File: src/core/ccf_map.svh
// offsets, field positions and reset values for the condition code flag block
`ifndef CCF_MAP_SVH
`define CCF_MAP_SVH
`define CCF_WIDTH      8
`define CCF_BIT_MASK   7
`define CCF_BIT_UMASK  6
`define CCF_BIT_HALF   5
`define CCF_BIT_USER   4
`define CCF_BIT_NEG    3
`define CCF_BIT_ZERO   2
`define CCF_BIT_OVF    1
`define CCF_BIT_CARRY  0
`define CCF_MASK_RST   1'h1
`define CCF_FLAG_RST   1'h0
`define CCF_HC_BYTE    3
`define CCF_HC_WORD    11
`define CCF_HC_LONG    27
`endif

File: src/core/ccf_pkg.sv
// types for the condition code flag block
package ccf_pkg;
   typedef enum logic [1:0] {CCF_SZ_BYTE, CCF_SZ_WORD, CCF_SZ_LONG} ccf_size_t;
   typedef enum logic [3:0] {
      CCF_OP_NONE, CCF_OP_ADD, CCF_OP_ADD_WITH_EXTEND, CCF_OP_SUB,
      CCF_OP_SUBTRACT_WITH_EXTEND, CCF_OP_CMP,
      CCF_OP_NEG, CCF_OP_LOGIC, CCF_OP_SHIFT, CCF_OP_BIT
   } ccf_op_t;
   typedef enum logic [2:0] {
      CCF_CTL_NONE, CCF_CTL_LOAD, CCF_CTL_AND, CCF_CTL_OR, CCF_CTL_XOR
   } ccf_ctl_t;
   typedef enum logic [3:0] {
      CCF_BR_T, CCF_BR_F, CCF_BR_HI, CCF_BR_LS, CCF_BR_CC, CCF_BR_CS, CCF_BR_NE, CCF_BR_EQ,
      CCF_BR_VC, CCF_BR_VS, CCF_BR_PL, CCF_BR_MI, CCF_BR_GE, CCF_BR_LT, CCF_BR_GT, CCF_BR_LE
   } ccf_cond_t;
   typedef enum logic [2:0] {
      CCF_BOP_LOAD, CCF_BOP_AND, CCF_BOP_OR, CCF_BOP_XOR, CCF_BOP_KEEP
   } ccf_bop_t;
endpackage

File: src/core/ccf_branch_eval.sv
// branch condition evaluator over negative, zero, overflow and carry
`timescale 1ns/1ps
module ccf_branch_eval
   import ccf_pkg::*;
(
   // flags
   input  wire logic      neg,
   input  wire logic      zero,
   input  wire logic      ovf,
   input  wire logic      carry,
   // condition
   input  wire ccf_cond_t cond,
   output logic           taken
);
   always_comb begin
      unique case (cond)
         CCF_BR_T:  taken = 1'b1;
         CCF_BR_F:  taken = 1'b0;
         CCF_BR_HI: taken = ~(carry | zero);
         CCF_BR_LS: taken = carry | zero;
         CCF_BR_CC: taken = ~carry;
         CCF_BR_CS: taken = carry;
         CCF_BR_NE: taken = ~zero;
         CCF_BR_EQ: taken = zero;
         CCF_BR_VC: taken = ~ovf;
         CCF_BR_VS: taken = ovf;
         CCF_BR_PL: taken = ~neg;
         CCF_BR_MI: taken = neg;
         CCF_BR_GE: taken = ~(neg ^ ovf);
         CCF_BR_LT: taken = neg ^ ovf;
         CCF_BR_GT: taken = ~(zero | (neg ^ ovf));
         CCF_BR_LE: taken = zero | (neg ^ ovf);
      endcase
   end
endmodule

File: src/core/ccf_flags.sv
// condition code register with flag generation, masking and branch test
`timescale 1ns/1ps
`include "ccf_map.svh"
module ccf_flags
   import ccf_pkg::*;
(
   // clock and reset
   input  wire logic        mclk,
   input  wire logic        arst_n,
   // control register instructions
   input  wire ccf_ctl_t    ctl_op,
   input  wire logic [7:0]  ctl_imm,
   output logic [7:0]       condition_code_register,
   // arithmetic result interface
   input  wire ccf_op_t     alu_op,
   input  wire ccf_size_t   alu_size,
   input  wire logic [31:0] alu_a,
   input  wire logic [31:0] alu_b,
   input  wire logic [31:0] alu_result,
   input  wire logic        alu_carry_out,
   input  wire logic        alu_overflow,
   input  wire logic        shift_out_bit,
   input  wire logic        upd_half,
   input  wire logic        upd_neg,
   input  wire logic        upd_zero,
   input  wire logic        upd_ovf,
   input  wire logic        upd_carry,
   // bit manipulation accumulator
   input  wire ccf_bop_t    bit_op,
   input  wire logic        bit_operand,
   output logic             bit_acc,
   // exception and interrupt gating
   input  wire logic        exc_start,
   input  wire logic        irq_req,
   input  wire logic        nmi_req,
   output logic             irq_accept,
   output logic             nmi_accept,
   // branch test
   input  wire ccf_cond_t   br_cond,
   output logic             br_taken
);
   logic       mask_ff;
   logic       umask_ff;
   logic       half_ff;
   logic       user_ff;
   logic       neg_ff;
   logic       zero_ff;
   logic       ovf_ff;
   logic       carry_ff;
   logic [7:0] cur;
   logic [7:0] ctl_val;
   logic       hc;
   logic       sign;
   logic       is_zero;
   logic       ctl_wr;
   logic       bit_wr;
   logic       alu_wr;
   logic       bit_res;
   logic       shift_op;

   // carry into bit pos+1 of a+b (or borrow of a-b): sum bit xor operand bits
   function automatic logic carry_at(input logic [31:0] a,
                                     input logic [31:0] b,
                                     input logic [31:0] r,
                                     input int unsigned pos);
      logic [31:0] x;
      x = a ^ b ^ r;
      return x[pos + 1];
   endfunction

   // add, subtract, compare and negate families own half-carry and overflow
   function automatic logic is_arith(input ccf_op_t op);
      return (op == CCF_OP_ADD) || (op == CCF_OP_ADD_WITH_EXTEND) ||
             (op == CCF_OP_SUB) || (op == CCF_OP_SUBTRACT_WITH_EXTEND) ||
             (op == CCF_OP_CMP) || (op == CCF_OP_NEG);
   endfunction

   // extend forms chain a multi-byte result through the stored carry and zero
   function automatic logic is_extend(input ccf_op_t op);
      return (op == CCF_OP_ADD_WITH_EXTEND) || (op == CCF_OP_SUBTRACT_WITH_EXTEND);
   endfunction

   assign cur = {mask_ff, umask_ff, half_ff, user_ff,
                 neg_ff, zero_ff, ovf_ff, carry_ff};
   assign condition_code_register = cur;

   always_comb begin
      unique case (ctl_op)
         CCF_CTL_LOAD: ctl_val = ctl_imm;
         CCF_CTL_AND:  ctl_val = cur & ctl_imm;
         CCF_CTL_OR:   ctl_val = cur | ctl_imm;
         CCF_CTL_XOR:  ctl_val = cur ^ ctl_imm;
         default:      ctl_val = cur;
      endcase
   end

   // half-carry tap chosen by operand size
   always_comb begin
      unique case (alu_size)
         CCF_SZ_BYTE: hc = carry_at(alu_a, alu_b, alu_result, `CCF_HC_BYTE);
         CCF_SZ_WORD: hc = carry_at(alu_a, alu_b, alu_result, `CCF_HC_WORD);
         CCF_SZ_LONG: hc = carry_at(alu_a, alu_b, alu_result, `CCF_HC_LONG);
         default:     hc = 1'b0;
      endcase
   end

   always_comb begin
      unique case (alu_size)
         CCF_SZ_BYTE: begin
            sign    = alu_result[7];
            is_zero = (alu_result[7:0] == 8'h00);
         end
         CCF_SZ_WORD: begin
            sign    = alu_result[15];
            is_zero = (alu_result[15:0] == 16'h0000);
         end
         default: begin
            sign    = alu_result[31];
            is_zero = (alu_result == 32'h0000_0000);
         end
      endcase
   end

   // a control write takes the edge from the datapath, whose result is dropped then; only exception entry beats it on the mask
   assign ctl_wr   = (ctl_op != CCF_CTL_NONE);
   assign bit_wr   = ~ctl_wr & (alu_op == CCF_OP_BIT);
   assign alu_wr   = ~ctl_wr & (alu_op != CCF_OP_NONE) & (alu_op != CCF_OP_BIT);
   assign shift_op = (alu_op == CCF_OP_SHIFT);

   // one-bit accumulator result of a bit instruction
   always_comb begin
      unique case (bit_op)
         CCF_BOP_LOAD: bit_res = bit_operand;
         CCF_BOP_AND:  bit_res = carry_ff & bit_operand;
         CCF_BOP_OR:   bit_res = carry_ff | bit_operand;
         CCF_BOP_XOR:  bit_res = carry_ff ^ bit_operand;
         default:      bit_res = carry_ff;
      endcase
   end

   // bit accumulator is the current carry flag
   assign bit_acc = carry_ff;

   // exception entry wins over a concurrent software write of the mask
   always_ff @(posedge mclk or negedge arst_n) begin
      if (!arst_n) begin
         mask_ff <= `CCF_MASK_RST;
      end else if (exc_start) begin
         mask_ff <= 1'b1;
      end else if (ctl_wr) begin
         mask_ff <= ctl_val[`CCF_BIT_MASK];
      end
   end

   // bits below the mask carry no architectural reset; they are cleared only so
   // that simulation starts from known values
   always_ff @(posedge mclk or negedge arst_n) begin
      if (!arst_n) begin
         umask_ff <= `CCF_FLAG_RST;
      end else if (ctl_wr) begin
         umask_ff <= ctl_val[`CCF_BIT_UMASK];
      end
   end

   always_ff @(posedge mclk or negedge arst_n) begin
      if (!arst_n) begin
         user_ff <= `CCF_FLAG_RST;
      end else if (ctl_wr) begin
         user_ff <= ctl_val[`CCF_BIT_USER];
      end
   end

   // logic and shift classes clear half-carry when told to touch it; bit instructions leave it
   always_ff @(posedge mclk or negedge arst_n) begin
      if (!arst_n) begin
         half_ff <= `CCF_FLAG_RST;
      end else if (ctl_wr) begin
         half_ff <= ctl_val[`CCF_BIT_HALF];
      end else if (alu_wr && upd_half) begin
         half_ff <= is_arith(alu_op) & hc;
      end
   end

   always_ff @(posedge mclk or negedge arst_n) begin
      if (!arst_n) begin
         neg_ff <= `CCF_FLAG_RST;
      end else if (ctl_wr) begin
         neg_ff <= ctl_val[`CCF_BIT_NEG];
      end else if (alu_wr && upd_neg) begin
         neg_ff <= sign;
      end
   end

   // extend forms only keep zero set, so a chained multi-byte result tests as a whole
   always_ff @(posedge mclk or negedge arst_n) begin
      if (!arst_n) begin
         zero_ff <= `CCF_FLAG_RST;
      end else if (ctl_wr) begin
         zero_ff <= ctl_val[`CCF_BIT_ZERO];
      end else if (alu_wr && upd_zero && is_extend(alu_op)) begin
         zero_ff <= zero_ff & is_zero;
      end else if (alu_wr && upd_zero) begin
         zero_ff <= is_zero;
      end
   end

   always_ff @(posedge mclk or negedge arst_n) begin
      if (!arst_n) begin
         ovf_ff <= `CCF_FLAG_RST;
      end else if (ctl_wr) begin
         ovf_ff <= ctl_val[`CCF_BIT_OVF];
      end else if (alu_wr && upd_ovf) begin
         ovf_ff <= is_arith(alu_op) & alu_overflow;
      end
   end

   always_ff @(posedge mclk or negedge arst_n) begin
      if (!arst_n) begin
         carry_ff <= `CCF_FLAG_RST;
      end else if (ctl_wr) begin
         carry_ff <= ctl_val[`CCF_BIT_CARRY];
      end else if (bit_wr) begin
         carry_ff <= bit_res;
      end else if (alu_wr && upd_carry && shift_op) begin
         carry_ff <= shift_out_bit;
      end else if (alu_wr && upd_carry) begin
         carry_ff <= alu_carry_out;
      end
   end

   assign irq_accept = irq_req & ~mask_ff;
   assign nmi_accept = nmi_req;

   ccf_branch_eval u_branch (
      .neg   (neg_ff),
      .zero  (zero_ff),
      .ovf   (ovf_ff),
      .carry (carry_ff),
      .cond  (br_cond),
      .taken (br_taken)
   );
endmodule

File: config.mk
export PLATFORM = sky130hd
export DESIGN_NAME = ccf_flags
export DESIGN_NICKNAME = d
export VERILOG_FILES = /design/src/core/ccf_pkg.sv /design/src/core/ccf_branch_eval.sv /design/src/core/ccf_flags.sv
export VERILOG_INCLUDE_DIRS = /design/src /design/src/core
export SDC_FILE = /design/constraint.sdc
export NUM_CORES = 1
export LEC_CHECK = 0
export BUFFER_PORTS_ARGS = -buffer_cell sky130_fd_sc_hd__buf_4
export CAP_MARGIN = 20
export CELL_PAD_IN_SITES_DETAIL_PLACEMENT = 2
export CELL_PAD_IN_SITES_GLOBAL_PLACEMENT = 2
export CORE_MARGIN = 5
export CORE_UTILIZATION = 19
export DETAILED_ROUTE_END_ITERATION = 10
export PLACE_DENSITY_LB_ADDON = 0.1
export SKIP_CTS_REPAIR_TIMING = 1
export SYNTH_ARGS = -nofsm -noshare
export SYNTH_HDL_FRONTEND = slang
export SYNTH_SLANG_ARGS = --single-unit
File: constraint.sdc
create_clock -name mclk -period 4.1 [get_ports mclk]
set_input_delay 0 -clock mclk [delete_from_list [all_inputs] [get_ports mclk]]
set_output_delay 0 -clock mclk [all_outputs]
set_load 0.01 [all_outputs]
==> results of run 1 <==
[logic make-up after synthesis]
| group | after synthesis |
|---|---|
| simple gates | 70 |
| compound gates | 62 |
| buf+inv | 40 |
| fa+ha+maj | 18 |
| xor+xnor | 8 |
| flops | 8 |
| mux | 5 |
[state kept, by name (all words and copies together) (netlist names)]
name      flops
ovf_ff        1
bit_acc       1
user_ff       1
umask_ff      1
half_ff       1
neg_ff        1
mask_ff       1
zero_ff       1
[final timing paths]
path                                    to    start  cells past startpoint
worst max-delay path               bit_acc  bit_acc                      6
worst min-delay path            nmi_accept  nmi_req                      0
worst max register to register     bit_acc  bit_acc                      6
worst min register to register     half_ff  half_ff                      1
max in group asynchronous          mask_ff   arst_n                      2
min in group asynchronous         umask_ff   arst_n                      2
[per-stage QoR]
step / total power, mW / setup WS [ns] / instances
after floorplan: 0.2476 / 2.291 / 211
after global placement: 0.3509 / 2.100 / 382
after detailed placement: 0.3556 / 2.114 / 382
after CTS: 0.4637 / 2.103 / 386
after global routing: 0.4962 / 2.032 / 388
final: 0.4561 / 2.126 / 388
[worst max-delay path, cell delays in order, from the launching register on]
cell and delay, ns:
dfrtp_1 0.49, ha_1 0.24, or4b_1 0.52, and4_1 0.22
a31oi_1 0.17, a211o_1 0.12, nand4_1 0.09
[cells in the mapped netlist (3+ instances only)]
cell type / count
nor2_1: 18
xor2_1: 3
buf_4: 11
a31oi_1: 10
nor4_1: 8
buf_6: 3
mux2i_1: 3
nor2b_1: 6
dfrtp_1: 7
ha_1: 18
a21oi_1: 13
buf_2: 4
o21ai_0: 15
inv_1: 21
nand3_1: 3
nand2b_1: 4
a211o_1: 3
xnor2_1: 3
nand2_1: 10
nor3_1: 7
a221oi_1: 3
[power by group]
part           internal, mW  switching, mW
clock network        0.0680         0.0378
logic                 0.129          0.109
registers            0.0919         0.0211
total                 0.289          0.167
[routing by layer]
layer  track usage, %  wire, um
met1            14.80      2651
met2            18.21      2572
met3            4.063       501
met4           0.6135         8
met5                0         0
[final cells by class]
class                   count  area share (%)
repair buffers             87           28.93
flip-flops and latches      8           8.856
inverters                  21           3.465
multi-input cells         163           50.99
clock buffers               4           1.980
well taps                 105           5.776
==> impl_metrics.py, run 1 <==
metrics = {
    "global_routing": {
        "grt_overflow": 0,
        "track_usage_pct": 11.13,
        "grt_pass1_wl_um": 9446,
        "antenna_found_initial": 0,
        "grt_max_degree": 31,
        "grt_pass1_vias": 1995,
    },
    "place": {
        "placed_cell_area_sq_um": 2210,
        "place_congestion": 0.6683,
        "io_buffers": 85,
        "detailed_place_hpwl_um": 4786,
    },
    "yosys": {
        "yosysUniqueCellTypes": 52,
        "yosys.area_share.xor_xnor_pct": 6.176,
        "yosys_warnings": 0,
        "yosys-mux-area-fraction_pct": 3.325,
        "synth-seq-cells": 8,
        "syn-num-nets": 363,
        "synth-async-reset-ratio_pct": 100.0,
        "synth_top_cell_by_area": "ha_1",
        "syn_area_per_cell_sq_um": 7.489,
        "netlist_area_sq_um": 1580,
        "synth_compound_area_share_pct": 25.34,
        "synthAdderAreaFrac_pct": 14.25,
        "synth-simple-area-share_pct": 24.31,
        "synth_top_cell_area_share_pct": 14.25,
        "synth-main-ff-cell": "dfrtp_1",
        "ys_seq_area_share_pct": 12.75,
        "synth_top_family_by_area": "compound AO/OA/AOI/OAI gates",
        "syn_inst": 211,
        "yosys-top-cells-area": "ha_1 (14%), dfrtp_1 (11%), buf_4 (5.2%)",
        "synth-edff-count": 0,
    },
    "sta": {
        "post-route-period-util_pct": 48.14,
        "rsz0062_at_grt": "false",
        "fin_crit_ns": 1.974,
        "slew_viol_final": 0,
        "whs_ns": 0.00009046,
        "fmax_mhz": 506.6,
        "fin_skew_ns": 0,
        "timing.setup.tns_ns": 0,
        "tightestPinTransition_ns": 0.7556,
        "setup_violations": 0,
        "max_slew_margin_pct": 49.44,
        "hold_violations": 0,
    },
    "cts": {
        "worstSkewPairLatency_ns": 0.23,
        "cts_tree": "built",
        "ctsLongestPathBuffers": 2,
        "cts_num_sinks": 8,
        "path_clk_slew_ns": 0.05,
        "htreeDepth": 1,
        "cts_buffers": 3,
        "ctsRootBufferMaster": "clkbuf_8",
    },
    "power_and_ir_drop": {
        "power.density_nw_per_um2": 200.5,
        "ir_drop_uv": 75.36,
        "p_leak_nw": 1.101,
    },
    "die": {
        "initial_core_util_pct": 19.33,
        "die_y_um": 101.2,
        "core-area_sq_um": 8175,
        "fp-row-count": 33,
        "dieArea_sq_um": 10240,
        "dieWidth_um": 101.2,
        "io_pins": 146,
    },
    "setup_path": {
        "cp.arrival_ns": 2.08,
        "crit_required_ns": 4.20,
        "worst-setup-path-type": "flop to flop",
        "worstPathMaxFanout": 8,
        "end_kind": "flop",
        "crit_path_start_kind": "flop",
        "rrSetupSlack_ns": 2.13,
    },
    "finish": {
        "num-fill-cells": 992,
        "final_cell_mix": "buf_4 (85), inv_1 (21), nor2_1 (18), ha_1 (18), o21ai_0 (15)",
        "multi_input_area_sq_um": 1160,
        "seqCellArea_sq_um": 201.4,
        "antenna_cells": 0,
        "drive_above_1_share_pct": 34.28,
        "final_common_cell": "buf_4",
        "finalNetCount": 436,
        "final_area_sq_um": 2275,
        "fin_util_pct": 27.82,
        "syn2layout_area_growth_pct": 43.94,
    },
    "routing": {
        "via_per_inst": 4.706,
        "avgRoutedWirePerCell_um": 14.78,
        "drt_pass1_iterations": 3,
        "antenna_left": 0,
        "via_count": 1826,
        "drt-total-wl_um": 5733,
        "drc": 0,
        "drt_iter0_drc": 19,
    },
    "worst_hold_path": {
        "worstHoldPathType": "primary input to output pin",
    },
    "job": {
        "drv_cap": 0,
    },
    "outcome": {
        "status": "completed",
    },
}
(Power assumes the default switching activity.)
==> inputs of run 2 (changes only) <==
Settings changed: CORE_UTILIZATION 19 to 18.
Clock period 4.1 ns to 1.9 ns, I/O delays scaled along.
==> run 2 against run 1 <==
Effect of this change:
- power grew 120%
- clock power up 110%
- first-iteration DRC count down 11%
- worst hold slack about the same
- critical path depth unchanged
- utilization down 1.2 points
- non-clock buffer count up 3
- sequential cell count unchanged
==> impl_metrics.py, run 2 (synthesis results as in run 1) <==
metrics = {
    "cts": {
        "cts_tree": "built",
        "path_clk_slew_ns": 0.04,
        "cts_buffers": 3,
        "htreeDepth": 1,
        "worstSkewPairLatency_ns": 0.23,
        "cts_num_sinks": 8,
        "ctsLongestPathBuffers": 2,
        "ctsRootBufferMaster": "clkbuf_8",
    },
    "setup_path": {
        "cp.arrival_ns": 1.91,
        "crit_path_max_incr_delay_ns": 0.50,
        "crit_chain": "ha_1 -> or4b_1 -> and4_1 -> a31oi_1 -> a211o_1 -> nand4_1",
        "crit_slowest_cell": "or4b_1",
        "crit_required_ns": 2.00,
        "crit_path_start_kind": "flop",
        "end_kind": "flop",
        "worst-setup-path-type": "flop to flop",
        "worstPathMaxFanout": 2,
    },
    "power_and_ir_drop": {
        "p_seq_share_pct": 23.9,
        "clkPwrFrac_pct": 22.2,
        "p_leak_nw": 1.117,
        "pwr-share-comb_pct": 53.9,
        "swShare_pct": 36.02,
        "p_sw_mw": 0.3542,
        "p_total_mw": 0.9835,
        "ir_drop_uv": 159.4,
        "power.density_nw_per_um2": 427.4,
        "intPower_mw": 0.6292,
    },
    "finish": {
        "final_area_sq_um": 2301,
        "antenna_cells": 0,
        "final_common_cell": "buf_4",
        "num-fill-cells": 1040,
        "fin_cells": 394,
        "final_cell_mix": "buf_4 (88), inv_1 (21), nor2_1 (18), ha_1 (18), o21ai_0 (15)",
        "syn2layout_area_growth_pct": 45.61,
        "finalNetCount": 439,
        "drive_above_1_share_pct": 34.97,
    },
    "job": {
        "drv_cap": 0,
    },
    "routing": {
        "drt_pass1_iterations": 3,
        "drt-total-wl_um": 5958,
        "drc": 0,
        "via_per_inst": 4.553,
        "antenna_left": 0,
        "drt_iter0_drc": 17,
        "via_count": 1794,
        "avgRoutedWirePerCell_um": 15.12,
    },
    "place": {
        "detailed_place_hpwl_um": 5105,
        "place_congestion": 0.6893,
        "dpl.cell_count": 388,
        "io_buffers": 85,
        "placed_cell_area_sq_um": 2236,
    },
    "global_routing": {
        "grt_overflow": 0,
        "antenna_found_initial": 0,
        "grt_most_used_layer": "met2",
        "grt_util_met2_pct": 18.85,
        "use_met1_pct": 13.37,
        "grt_max_degree": 31,
        "grt_pass1_wl_um": 9880,
        "track_usage_pct": 10.71,
        "grt_pass1_vias": 2007,
        "grt_use_met3_pct": 3.234,
    },
    "die": {
        "fp-row-count": 34,
        "die_y_um": 103.7,
        "initial_core_util_pct": 18.30,
        "dieArea_sq_um": 10750,
        "io_pins": 146,
        "dieWidth_um": 103.7,
        "core-area_sq_um": 8636,
    },
    "sta": {
        "hold_violations": 0,
        "setup_violations": 0,
        "timing.setup.tns_ns": 0,
        "tightestPinTransition_ns": 0.5478,
        "fin_crit_ns": 1.806,
        "max_slew_margin_pct": 63.02,
        "fmax_mhz": 553.6,
        "slew_viol_final": 0,
        "rsz0062_at_grt": "false",
        "fin_skew_ns": 0,
        "post-route-period-util_pct": 95.08,
    },
    "worst_hold_path": {
        "worstHoldPathType": "primary input to output pin",
    },
    "outcome": {
        "status": "completed",
    },
}
==> run 2: changes by cell type in the layout (fill, tap and decap cells not counted) <==
cell	change
buf_4	+3
==> run 2: path summary, 6_finish.rpt <==
path	startpoint	to	slack [ns]	cells after the start
hold / removal	nmi_req	nmi_accept	0.00009	0
hold reg to reg	user_ff	user_ff	0.58	2
min in group asynchronous	arst_n	bit_acc	0.14	2
setup / recovery	bit_acc	bit_acc	0.09	6
max in group asynchronous	arst_n	mask_ff	1.54	2
setup reg to reg	bit_acc	bit_acc	0.09	6
==> run 2: power by group through the flow <==
stage / Sequential, mW / Clock [mW] / Combinational [mW]
floorplan: 0.230 / 0 / 0.304
global placement: 0.241 / 0 / 0.531
detailed placement: 0.241 / 0 / 0.540
CTS: 0.239 / 0.229 / 0.543
global route: 0.242 / 0.239 / 0.598
finish: 0.235 / 0.218 / 0.530
==> run 2: layout make-up <==
class	instances	area, sq um	share of cell area (%)
well taps	108	135.1	5.873
clock buffers	4	45.04	1.958
flip-flops and latches	8	201.4	8.755
multi-input cells	163	1160	50.41
repair buffers	90	680.7	29.58
inverters	21	78.83	3.426
==> run 2: worst max-delay path: cells and delay by family (launching register included) <==
kind                       cells  cell delay (ns)
and+or+nand+nor                3             0.80
DFF                            1             0.39
AOI/OAI and AO/OA              2             0.31
adders and majority gates      1             0.19
==> run 2: metrics by stage <==
| step | util (%) | worst slack (ns) | hold WS (ns) |
|---|---|---|---|
| final | 26.64 | 0.09354 | 0.00009410 |
| after global routing | 26.64 | 0.009838 | 0.00006229 |
| after CTS | 26.41 | 0.06420 | -0.4147 |
| after detailed placement | 25.89 | 0.07522 | -0.1664 |
| after global placement | 25.89 | 0.06885 | -0.1662 |
| after floorplan | - | 0.09084 | -0.2956 |
==> run 2: layer usage <==
metal,routed length [um],vias to the layer above
met5,0,-
met4,14,0
met3,353,5
met2,2835,49
met1,2755,837
li1,-,903
